<file path="config.mk">
export PLATFORM = sky130hd
export DESIGN_NAME = pulse_input_bank
export DESIGN_NICKNAME = d
export VERILOG_FILES = /design/src/include/pulse_input_pkg.sv /design/src/verilog/ms_tick_gen.sv /design/src/verilog/input_debouncer.sv /design/src/verilog/pulse_input_bank.sv
export VERILOG_INCLUDE_DIRS = /design/src /design/src/include
export SDC_FILE = /design/constraint.sdc
export NUM_CORES = 1
export LEC_CHECK = 0
export BUFFER_PORTS_ARGS = -buffer_cell sky130_fd_sc_hd__buf_4
export CORE_ASPECT_RATIO = 0.8
export CORE_MARGIN = 5
export CORE_UTILIZATION = 45
export DETAILED_ROUTE_END_ITERATION = 16
export SETUP_SLACK_MARGIN = 0.02
export SLEW_MARGIN = 20
export SYNTH_ARGS = -nofsm -noshare
export SYNTH_HDL_FRONTEND = slang
export SYNTH_HIERARCHICAL = 1
export SYNTH_SLANG_ARGS = --single-unit
</file>
<file path="constraint.sdc">
create_clock -name pclk -period 19 [get_ports pclk]
set_input_delay 3.8 -clock pclk [delete_from_list [all_inputs] [get_ports pclk]]
set_output_delay 3.8 -clock pclk [all_outputs]
set_load 0.05 [all_outputs]
</file>
<file path="src/include/pulse_input_regs.svh">
// Register offsets, field positions, reset values and timing counts of the pulse input bank.
// Included by the design modules and the bench; definitions only.
`ifndef PULSE_INPUT_REGS_SVH
`define PULSE_INPUT_REGS_SVH

// Register byte offsets
`define PIN_OFS_CTRL       12'h000
`define PIN_OFS_STATUS     12'h004
`define PIN_OFS_INT_STAT   12'h008
`define PIN_OFS_INT_MASK   12'h00C
`define PIN_OFS_DEMAND_CNT 12'h010
`define PIN_OFS_CHAN_CFG   12'h014
`define PIN_OFS_CFG0       12'h020
`define PIN_OFS_COUNT0     12'h040
`define PIN_OFS_ACCUM0     12'h060

// Per-input config fields
`define PIN_CFG_DEB_LSB    0
`define PIN_CFG_DEB_MSB    6
`define PIN_CFG_MODE_LSB   8
`define PIN_CFG_MODE_MSB   9
`define PIN_CFG_ALARM_BIT  10
`define PIN_CFG_WEIGHT_LSB 16
`define PIN_CFG_WEIGHT_MSB 31

// Channel config fields
`define PIN_CHAN_SET_LSB   0
`define PIN_CHAN_SET_MSB   3
`define PIN_CHAN_EDGE_BIT  4

// Ctrl fields
`define PIN_CTRL_FOUR_BIT  0

// Reset values
`define PIN_CTRL_RESET     32'h0000_0001
`define PIN_CFG_RESET      32'h0001_0001
`define PIN_CHAN_RESET     32'h0000_0000

// Timing
`define PIN_CLK_MHZ        125
`define PIN_TICK_US        1000
`define PIN_TICK_CYCLES    (`PIN_TICK_US * `PIN_CLK_MHZ)
`define PIN_DEB_STEP_MS    10
`define PIN_DEB_MAX_MS     1000
`define PIN_DEB_MAX_UNITS  (`PIN_DEB_MAX_MS / `PIN_DEB_STEP_MS)

`endif

</file>
<file path="src/include/pulse_input_pkg.sv">
// Types shared by the pulse input bank modules.
// Assumes pulse_input_regs.svh for all figures.
package pulse_input_pkg;

    typedef enum logic [1:0]
    {
        MODE_PLAIN  = 2'b00,
        MODE_DEMAND = 2'b01,
        MODE_METER  = 2'b10,
        MODE_TARIFF = 2'b11
    } input_mode_t;

    typedef struct packed
    {
        logic [15:0] weight;
        logic        alarm_en;
        input_mode_t mode;
        logic [6:0]  deb_units;
    } input_cfg_t;

    typedef struct packed
    {
        logic level;
        logic rise;
        logic fall;
    } input_event_t;

endpackage

</file>
<file path="src/verilog/ms_tick_gen.sv">
// One-millisecond tick from the 125 MHz pclk.
// Assumes pclk runs free; tick is a single-cycle pulse.
`include "pulse_input_regs.svh"
`timescale 1ns/10ps
`default_nettype none

module ms_tick_gen
#(
    parameter int unsigned TICK_CYCLES = `PIN_TICK_CYCLES
)
(
    // Clock and reset
    input  wire logic pclk,
    input  wire logic presetn,
    // Tick out
    output var  logic tick_q
);

    logic [16:0] cnt_q;

    always_ff @(posedge pclk or negedge presetn)
    begin
        if (!presetn)
        begin
            cnt_q  <= 17'h00000;
            tick_q <= 1'b0;
        end
        else if (cnt_q == 17'(TICK_CYCLES - 1))
        begin
            cnt_q  <= 17'h00000;
            tick_q <= 1'b1;
        end
        else
        begin
            cnt_q  <= cnt_q + 17'h00001;
            tick_q <= 1'b0;
        end
    end

endmodule

`default_nettype wire

</file>
<file path="src/verilog/input_debouncer.sv">
// Debounce filter for one pulse input: accepts a level after it has been stable.
// Assumes input is synchronous to pclk and tick is a 1 ms single-cycle pulse.
`include "pulse_input_regs.svh"
`timescale 1ns/10ps
`default_nettype none

module input_debouncer
(
    // Clock and reset
    input  wire logic                       pclk,
    input  wire logic                       presetn,
    // Timebase and setting, in 10 ms units
    input  wire logic                       tick,
    input  wire logic [6:0]                 deb_units,
    // Raw level and filtered events
    input  wire logic                       raw,
    output var pulse_input_pkg::input_event_t evt
);

    logic [9:0] ms_q;
    logic       level_q;
    logic       rise_q;
    logic       fall_q;
    logic [9:0] need_ms;
    logic       diff;

    // Out-of-range settings clamp to the maximum
    assign need_ms = (deb_units > 7'(`PIN_DEB_MAX_UNITS)) ? 10'(`PIN_DEB_MAX_MS)
                   : 10'(deb_units) * 10'(`PIN_DEB_STEP_MS);
    assign diff    = (raw != level_q);

    always_ff @(posedge pclk or negedge presetn)
    begin
        if (!presetn)
            ms_q <= 10'h000;
        else if (!diff)
            ms_q <= 10'h000;
        else if (tick && ms_q != 10'h3FF)
            ms_q <= ms_q + 10'h001;
    end

    // accept after stable time; zero bypasses
    always_ff @(posedge pclk or negedge presetn)
    begin
        if (!presetn)
        begin
            level_q <= 1'b0;
            rise_q  <= 1'b0;
            fall_q  <= 1'b0;
        end
        else if (diff && (need_ms == 10'h000 || (tick && ms_q + 10'h001 >= need_ms)))
        begin
            level_q <= raw;
            rise_q  <= raw;
            fall_q  <= !raw;
        end
        else
        begin
            rise_q  <= 1'b0;
            fall_q  <= 1'b0;
        end
    end

    assign evt = '{level: level_q, rise: rise_q, fall: fall_q};

    // no accepted rise without a matching raw high level
    a_accept_follows_raw: assert property (@(posedge pclk) disable iff (!presetn)
        evt.rise |-> $past(raw))
        else $error("accepted rise without raw high");

    a_timer_restart: assert property (@(posedge pclk) disable iff (!presetn)
        $past(raw) == $past(level_q) |-> ms_q == 10'h000)
        else $error("stability timer not restarted");

endmodule

`default_nettype wire

</file>
<file path="src/verilog/pulse_input_bank.sv">
// Debounced pulse input bank with APB registers, per-input function routing,
// pulse counters, metering channel accumulation and a level interrupt.
// Assumes inputs synchronous to pclk, a 125 MHz pclk, and an APB master.
//
// The implementer's own choices: the placing of the registers and the APB register port.
`include "pulse_input_regs.svh"
`timescale 1ns/10ps
`default_nettype none

// Overview of operation
// - four inputs; reduced variant uses two
// - level valid after stable for set time
// - time in 10 ms steps, max 1000
// - plain mode counts every validated pulse
// - plain mode may raise per-input alarm
// - demand mode pulse realigns demand interval
// - meter mode counts and accumulates quantity
// - tariff mode routes level to tariff logic
// - channel accumulates from assigned input set
// - channel counts pulses or each transition
module pulse_input_bank
#(
    parameter int unsigned TICK_CYCLES = `PIN_TICK_CYCLES
)
(
    // Clock and reset
    input  wire logic        pclk,
    input  wire logic        presetn,
    // APB slave
    input  wire logic        psel,
    input  wire logic        penable,
    input  wire logic        pwrite,
    input  wire logic [11:0] paddr,
    input  wire logic [31:0] pwdata,
    output var  logic [31:0] prdata,
    output var  logic        pready,
    output var  logic        pslverr,
    // Contact inputs
    input  wire logic        pulse_input_one,
    input  wire logic        pulse_input_two,
    input  wire logic        pulse_input_three,
    input  wire logic        pulse_input_four,
    // Function outputs
    output var  logic        demand_sync_q,
    output var  logic [3:0]  tariff_sel_q,
    output var  logic [3:0]  alarm_q,
    output var  logic        irq_q
);

    localparam int N = 4;
    // Reset word is in register layout; repacked below exactly like a write
    localparam logic [31:0] CFG_RST = `PIN_CFG_RESET;

    logic [N-1:0]                        raw;
    logic                                tick;
    pulse_input_pkg::input_cfg_t         cfg_q   [N];
    pulse_input_pkg::input_event_t       evt     [N];
    logic [31:0]                         count_q [N];
    logic [31:0]                         accum_q;
    logic [31:0]                         demand_cnt_q;
    logic [4:0]                          chan_q;
    logic                                four_q;
    logic [N-1:0]                        active;
    logic [N-1:0]                        valid_pulse;
    logic [N-1:0]                        chan_hit;
    logic [7:0]                          int_stat_q;
    logic [7:0]                          int_mask_q;
    logic [7:0]                          int_set;
    logic                                wr_en;
    logic                                rd_en;
    logic [31:0]                         rd_d;
    logic                                err_d;
    logic [31:0]                         weight_sum;

    assign raw = {pulse_input_four, pulse_input_three, pulse_input_two, pulse_input_one};

    // Zero-wait APB: every access completes in its first access cycle
    assign wr_en = psel && penable && pwrite;
    assign rd_en = psel && !penable && !pwrite;

    ms_tick_gen
    #(
        .TICK_CYCLES (TICK_CYCLES)
    )
    u_tick
    (
        .pclk    (pclk),
        .presetn (presetn),
        .tick_q  (tick)
    );

    // upper pair disabled in reduced variant
    assign active = four_q ? 4'hF : 4'h3;

    genvar gi;
    generate
        for (gi = 0; gi < N; gi++)
        begin : g_in
            input_debouncer u_deb
            (
                .pclk      (pclk),
                .presetn   (presetn),
                .tick      (tick),
                .deb_units (cfg_q[gi].deb_units),
                .raw       (raw[gi] & active[gi]),
                .evt       (evt[gi])
            );

            assign valid_pulse[gi] = evt[gi].rise && active[gi];

            assign chan_hit[gi] = chan_q[`PIN_CHAN_SET_LSB + gi] && active[gi]
                && cfg_q[gi].mode == pulse_input_pkg::MODE_METER
                && (evt[gi].rise || (chan_q[`PIN_CHAN_EDGE_BIT] && evt[gi].fall));

            // counting in plain and meter modes
            always_ff @(posedge pclk or negedge presetn)
            begin
                if (!presetn)
                    count_q[gi] <= 32'h0000_0000;
                else if (wr_en && paddr == `PIN_OFS_COUNT0 + 12'(4 * gi))
                    count_q[gi] <= pwdata;
                else if (valid_pulse[gi]
                         && (cfg_q[gi].mode == pulse_input_pkg::MODE_PLAIN
                             || cfg_q[gi].mode == pulse_input_pkg::MODE_METER))
                    count_q[gi] <= count_q[gi] + 32'h0000_0001;
            end

            always_ff @(posedge pclk or negedge presetn)
            begin
                if (!presetn)
                    cfg_q[gi] <= pulse_input_pkg::input_cfg_t'({CFG_RST[31:16],
                        CFG_RST[10:8], CFG_RST[6:0]});
                else if (wr_en && paddr == `PIN_OFS_CFG0 + 12'(4 * gi))
                    cfg_q[gi] <= pulse_input_pkg::input_cfg_t'({pwdata[31:16],
                        pwdata[10:8], pwdata[6:0]});
            end

            always_ff @(posedge pclk or negedge presetn)
            begin
                if (!presetn)
                    alarm_q[gi] <= 1'b0;
                else
                    alarm_q[gi] <= evt[gi].level && cfg_q[gi].alarm_en && active[gi]
                        && cfg_q[gi].mode == pulse_input_pkg::MODE_PLAIN;
            end

            // tariff gets level only in tariff mode
            always_ff @(posedge pclk or negedge presetn)
            begin
                if (!presetn)
                    tariff_sel_q[gi] <= 1'b0;
                else
                    tariff_sel_q[gi] <= evt[gi].level && active[gi]
                        && cfg_q[gi].mode == pulse_input_pkg::MODE_TARIFF;
            end

            assign int_set[gi]     = valid_pulse[gi];
            assign int_set[gi + 4] = alarm_q[gi] == 1'b0 && evt[gi].rise
                && cfg_q[gi].alarm_en && cfg_q[gi].mode == pulse_input_pkg::MODE_PLAIN;
        end
    endgenerate

    // Weighted sum of channel hits this cycle
    always_comb
    begin
        weight_sum = 32'h0000_0000;
        for (int i = 0; i < N; i++)
        begin
            if (chan_hit[i])
                weight_sum = weight_sum + {16'h0000, cfg_q[i].weight};
        end
    end

    always_ff @(posedge pclk or negedge presetn)
    begin
        if (!presetn)
            accum_q <= 32'h0000_0000;
        else if (wr_en && paddr == `PIN_OFS_ACCUM0)
            accum_q <= pwdata;
        else
            accum_q <= accum_q + weight_sum;
    end

    always_ff @(posedge pclk or negedge presetn)
    begin
        if (!presetn)
        begin
            demand_sync_q <= 1'b0;
            demand_cnt_q  <= 32'h0000_0000;
        end
        else
        begin
            demand_sync_q <= 1'b0;
            for (int i = 0; i < N; i++)
            begin
                if (valid_pulse[i] && cfg_q[i].mode == pulse_input_pkg::MODE_DEMAND)
                    demand_sync_q <= 1'b1;
            end
            if (|(valid_pulse & {cfg_q[3].mode == pulse_input_pkg::MODE_DEMAND,
                                 cfg_q[2].mode == pulse_input_pkg::MODE_DEMAND,
                                 cfg_q[1].mode == pulse_input_pkg::MODE_DEMAND,
                                 cfg_q[0].mode == pulse_input_pkg::MODE_DEMAND}))
                demand_cnt_q <= demand_cnt_q + 32'h0000_0001;
        end
    end

    // Control and channel config
    always_ff @(posedge pclk or negedge presetn)
    begin
        if (!presetn)
        begin
            four_q <= 1'(`PIN_CTRL_RESET);
            chan_q <= 5'(`PIN_CHAN_RESET);
        end
        else if (wr_en && paddr == `PIN_OFS_CTRL)
            four_q <= pwdata[`PIN_CTRL_FOUR_BIT];
        else if (wr_en && paddr == `PIN_OFS_CHAN_CFG)
            chan_q <= pwdata[`PIN_CHAN_EDGE_BIT:`PIN_CHAN_SET_LSB];
    end

    // Sticky status; a set in the clearing cycle wins
    always_ff @(posedge pclk or negedge presetn)
    begin
        if (!presetn)
            int_stat_q <= 8'h00;
        else if (wr_en && paddr == `PIN_OFS_INT_STAT)
            int_stat_q <= (int_stat_q & ~pwdata[7:0]) | int_set;
        else
            int_stat_q <= int_stat_q | int_set;
    end

    always_ff @(posedge pclk or negedge presetn)
    begin
        if (!presetn)
            int_mask_q <= 8'h00;
        else if (wr_en && paddr == `PIN_OFS_INT_MASK)
            int_mask_q <= pwdata[7:0];
    end

    always_ff @(posedge pclk or negedge presetn)
    begin
        if (!presetn)
            irq_q <= 1'b0;
        else
            irq_q <= |(int_stat_q & int_mask_q);
    end

    // Read mux; unmapped addresses answer with an error
    always_comb
    begin
        rd_d  = 32'h0000_0000;
        err_d = 1'b0;
        unique case (paddr)
            `PIN_OFS_CTRL:       rd_d = {31'h0, four_q};
            `PIN_OFS_STATUS:     rd_d = {24'h0, alarm_q, evt[3].level, evt[2].level,
                                         evt[1].level, evt[0].level};
            `PIN_OFS_INT_STAT:   rd_d = {24'h0, int_stat_q};
            `PIN_OFS_INT_MASK:   rd_d = {24'h0, int_mask_q};
            `PIN_OFS_DEMAND_CNT: rd_d = demand_cnt_q;
            `PIN_OFS_CHAN_CFG:   rd_d = {27'h0, chan_q};
            12'h020, 12'h024, 12'h028, 12'h02C:
                rd_d = {cfg_q[paddr[3:2]].weight, 5'h00,
                        cfg_q[paddr[3:2]].alarm_en, cfg_q[paddr[3:2]].mode,
                        1'b0, cfg_q[paddr[3:2]].deb_units};
            12'h040, 12'h044, 12'h048, 12'h04C:
                rd_d = count_q[paddr[3:2]];
            `PIN_OFS_ACCUM0:     rd_d = accum_q;
            default:             err_d = 1'b1;
        endcase
    end

    // Read data captured in setup so it is valid during access
    always_ff @(posedge pclk or negedge presetn)
    begin
        if (!presetn)
        begin
            prdata  <= 32'h0000_0000;
            pslverr <= 1'b0;
            pready  <= 1'b0;
        end
        else
        begin
            pready  <= psel && !penable;
            pslverr <= psel && !penable && err_d;
            if (rd_en)
                prdata <= rd_d;
        end
    end

    a_count_wrap: assert property (@(posedge pclk) disable iff (!presetn)
        count_q[0] == 32'hFFFF_FFFF && valid_pulse[0] && !wr_en
        && cfg_q[0].mode == pulse_input_pkg::MODE_PLAIN |=> count_q[0] == 32'h0000_0000)
        else $error("counter did not wrap");

    // tariff output only in tariff mode
    a_tariff_route: assert property (@(posedge pclk) disable iff (!presetn)
        tariff_sel_q[3] |-> $past(cfg_q[3].mode) == pulse_input_pkg::MODE_TARIFF)
        else $error("tariff driven outside tariff mode");

    a_demand_sync: assert property (@(posedge pclk) disable iff (!presetn)
        valid_pulse[2] && cfg_q[2].mode == pulse_input_pkg::MODE_DEMAND |=> demand_sync_q)
        else $error("demand sync missing");

    a_reduced_pair: assert property (@(posedge pclk) disable iff (!presetn)
        !four_q |-> !valid_pulse[3] && !valid_pulse[2])
        else $error("upper input active in reduced mode");

    a_accum_step: assert property (@(posedge pclk) disable iff (!presetn)
        !wr_en |=> accum_q == $past(accum_q) + $past(weight_sum))
        else $error("accumulator step wrong");

endmodule

`default_nettype wire

</file>
==> qor.csv <==
stage;metric;value;unit
cts;CTS max path bufs;3;
timing;setup TNS;0;ps
critical_path;Worst Setup SP;cfg_q[85];
timing;final hold violations;0;
critical_path;Reg2Reg Depth;36;
critical_path;Register-to-Register Setup Slack;9960;ps
yosys;synth warn;6;
cts;# resized after CTS;0;
critical_path;slowest stage delay, CP;480;ps
detailed_routing;DR iter-0 viols;2334;
global_routing;met3 Usage GRT;7.846;%
cts;Clock Pin Slew Worst Setup and Hold Paths;60;ps
critical_path;Arr. time, crit path;9580;ps
die;Initial Util;45.39;%
yosys;syn_nets;3146;
die;die height;234.9;um
critical_path;slowest cell on the critical path;or4b_1;
die;I/O pin count;97;
die;total die area;68390;um2
power;power per cell area;71.16;nW/um2
global_routing;met2 Use GR;33.44;%
yosys;main flop type after synthesis;dfrtp_1;
placed_design;placed cell count;3756;
detailed_routing;WL/cell;22.61;um
timing;Max Freq;110.7;MHz
finish;synthesis-to-layout area growth;10.90;%
global_routing;maximum number of pins on one net before global-route repair;123;
placed_design;DP Worst Slack;10100;ps
global_routing;first-pass GRT wire length;134800;um
timing;Clock Skew;26.94;ps
outcome;status;finished clean;
global_routing;vias in the first global route;22190;
finish;Layout Cells excl Fill;3850;
detailed_routing;Pre-Repair DR Iteration Count;6;
cts;Root Buffer;clkbuf_16;
timing;Pins Over Slew Limit;0;
die;CORE AREA;62690;um2
cts;CTS tree;done;
critical_path;CP required;19540;ps
detailed_routing;Routed WL;87060;um
placed_design;Placer Congestion;0.9632;
placed_design;PortBufs;96;
cts;Num CTS Buffers;49;
timing;relative slew slack;27.58;%
timing;minimum clock period;9037;ps
flow_run;maxcap violations;0;
detailed_routing;via count;23170;
global_routing;all-layer global routing usage;24.81;%
cts;worst skew pair latency;610;ps
power;Max VDD drop;0.06573;mV
global_routing;overflow left after global routing;0;
power;Total Power;2.246;mW
timing;worst setup margin;9963;ps
yosys;synthesized flop and latch total;432;
global_routing;global routing's busiest layer;met1;
yosys;register area share after synthesis;38.03;%
critical_path;Critical R2R Capture;accum_q[20];
finish;nets@finish;3178;
cts;H-Tree Depth;2;
yosys;ys async rst share;100.0;%
timing;setup repair after global routing missed its margin;false;
yosys;Gate Count Post-Synth;2935;
die;num rows;82;
hold_path;hold crit path type;reg2reg;
timing;worst hold margin;468.5;ps
critical_path;CP Max Fanout;15;
timing;Final Cycle Share;47.56;%
timing;final setup fails;0;
critical_path;Crit. End Element;flip-flop;
critical_path;Setup crit end;accum_q[20];
timing;worst-margin pin slew;1078;ps
yosys;Mapped Avg Cell Area;9.695;um2
finish;Filler Cells Inserted;5720;
cts;Post-CTS Setup Repair Bufs;0;
placed_design;dpl hpwl;65610;um
cts;hold buffer count at cts;0;
die;chip width;291.1;um
power;Pleak;13.54;nW
detailed_routing;DR vias/cell;6.017;
cts;clk sinks;432;
global_routing;initial antenna violation count;3;
yosys;EDFF count, synth;0;
global_routing;met1 Track Usage GR;39.05;%
yosys;Synth Cell Area;28450;um2
critical_path;most frequent cell on the critical path;ha_1;
detailed_routing;Post-route DRC;0;
critical_path;crit path launch type;flip-flop;
critical_path;reg-to-reg critical path startpoint;cfg_q[85];
yosys;library cells used by synthesis;105;
finish;layout cells sized above 1;15.69;%
critical_path;critical path class;reg2reg;
detailed_routing;ANT nets after route;0;
## layout make-up
cell class / count / area, um2 / area share (%)
multi-input combinational: 2318 / 16860 / 53.42
clock buffer: 71 / 1429 / 4.528
inverter: 44 / 165.2 / 0.5234
sequential: 432 / 10820 / 34.29
tap: 840 / 1051 / 3.331
clock inverter: 21 / 300.3 / 0.9516
antenna: 2 / 5.005 / 0.01586
timing repair buffer: 122 / 927.1 / 2.938
## layer usage
metal	share of wire (%)	vias up	routed length, um
met1	48	11400	42110
met2	39	906	34090
met3	11	108	9497
li1	-	10750	-
met4	1.6	0	1365
met5	0	-	0
## sequential cells by signal, summed over array words and instances, names as in the netlist
signal / count
demand_cnt_q: 32
pslverr: 1
chan_q: 5
int_stat_q: 8
g_in.u_deb/fall_q: 4
irq_q: 1
pready: 1
u_tick/tick_q: 1
g_in.u_deb/rise_q: 4
alarm_q: 4
g_in.u_deb/ms_q: 40
demand_sync_q: 1
prdata: 32
g_in.u_deb/level_q: 4
count_q: 128
four_q: 1
int_mask_q: 8
tariff_sel_q: 4
accum_q: 32
u_tick/cnt_q: 17
cfg_q: 104
## worst max-delay path: cells and delay by family, from the launching register on
kind	cells	cell delay, ps
simple gates	13	2820
mux	1	370
xor+xnor	2	210
flops	1	470
fa+ha+maj	6	1890
compound gates	14	3210
## per-stage QoR
| stage | instance area, um2 | util [%] |
|---|---|---|
| floorplan | 28450 | - |
| global placement | 29810 | 47.55 |
| detailed placement | 29810 | 47.56 |
| CTS | 31540 | 50.32 |
| global route | 31550 | 50.34 |
| finish | 31560 | 50.34 |
## power breakdown
part / total [mW] / leakage (nW) / internal [mW] / switching, mW
combinational: 0.225 / 7.45 / 0.0774 / 0.147
clock: 1.02 / 0.841 / 0.607 / 0.413
sequential: 1.00 / 5.25 / 0.958 / 0.0435
total: 2.25 / 13.5 / 1.64 / 0.604
## logic make-up after synthesis
family | count (synthesis) | share of synthesized area, %
muxes | 200 | 10.16
buffers and inverters | 185 | 2.942
AOI/OAI and AO/OA | 611 | 14.40
xor gates and xnor gates | 289 | 8.895
and+or+nand+nor | 1059 | 18.38
DFF | 432 | 38.03
adders and majority gates | 159 | 7.194
## Yosys cell counts (all sizes together), types with 28 or more instances
master  count  share of area (%)
a21o       41                1.1
a21oi     197                3.5
a222oi     28               0.98
a31oi      33               0.73
and2       37               0.83
and3       72                1.6
buf        49                1.1
clkbuf     92                1.2
dfrtp     423                 37
ha        150                6.6
inv        44               0.58
mux2      130                5.1
mux4       58                4.6
nand2     341                4.5
nand3      92                1.8
nand4      45                1.0
nor2      261                3.5
nor3       46               0.89
o21ai     152                2.7
xnor2     123                3.8
xor2      166                5.1
## worst min path at each step
stage,startpoint,to,slack [ps],depth (start not counted)
finish,demand_cnt_q[31],demand_cnt_q[31],470,1
global route,demand_cnt_q[31],demand_cnt_q[31],490,1
CTS,demand_cnt_q[31],demand_cnt_q[31],470,1
detailed placement,demand_cnt_q[31],demand_cnt_q[31],460,1
global placement,demand_cnt_q[31],demand_cnt_q[31],460,1
floorplan,demand_cnt_q[31],demand_cnt_q[31],440,1
## cells in the final DEF, fill, tap and decap left out, types with 13 or more instances in the layout
cell type | netlist | routed
dfrtp_1 | 423 | 423
nand2_1 | 341 | 339
nor2_1 | 260 | 254
a21oi_1 | 195 | 195
xor2_1 | 166 | 166
ha_1 | 150 | 150
o21ai_0 | 143 | 143
mux2_2 | 129 | 129
xnor2_1 | 123 | 123
buf_4 | 18 | 120
nand3_1 | 87 | 87
and3_1 | 72 | 72
mux4_2 | 58 | 58
clkbuf_16 | 0 | 49
inv_1 | 44 | 44
nand4_1 | 44 | 44
nor3_1 | 44 | 43
a21o_1 | 40 | 40
a31oi_1 | 33 | 33
and2_1 | 32 | 31
a222oi_1 | 28 | 28
nand2b_1 | 25 | 25
nor2b_1 | 24 | 23
or3_1 | 21 | 21
and4_1 | 17 | 17
a22oi_1 | 14 | 14
o21a_1 | 13 | 13
Power figures use the tool's default switching activity.
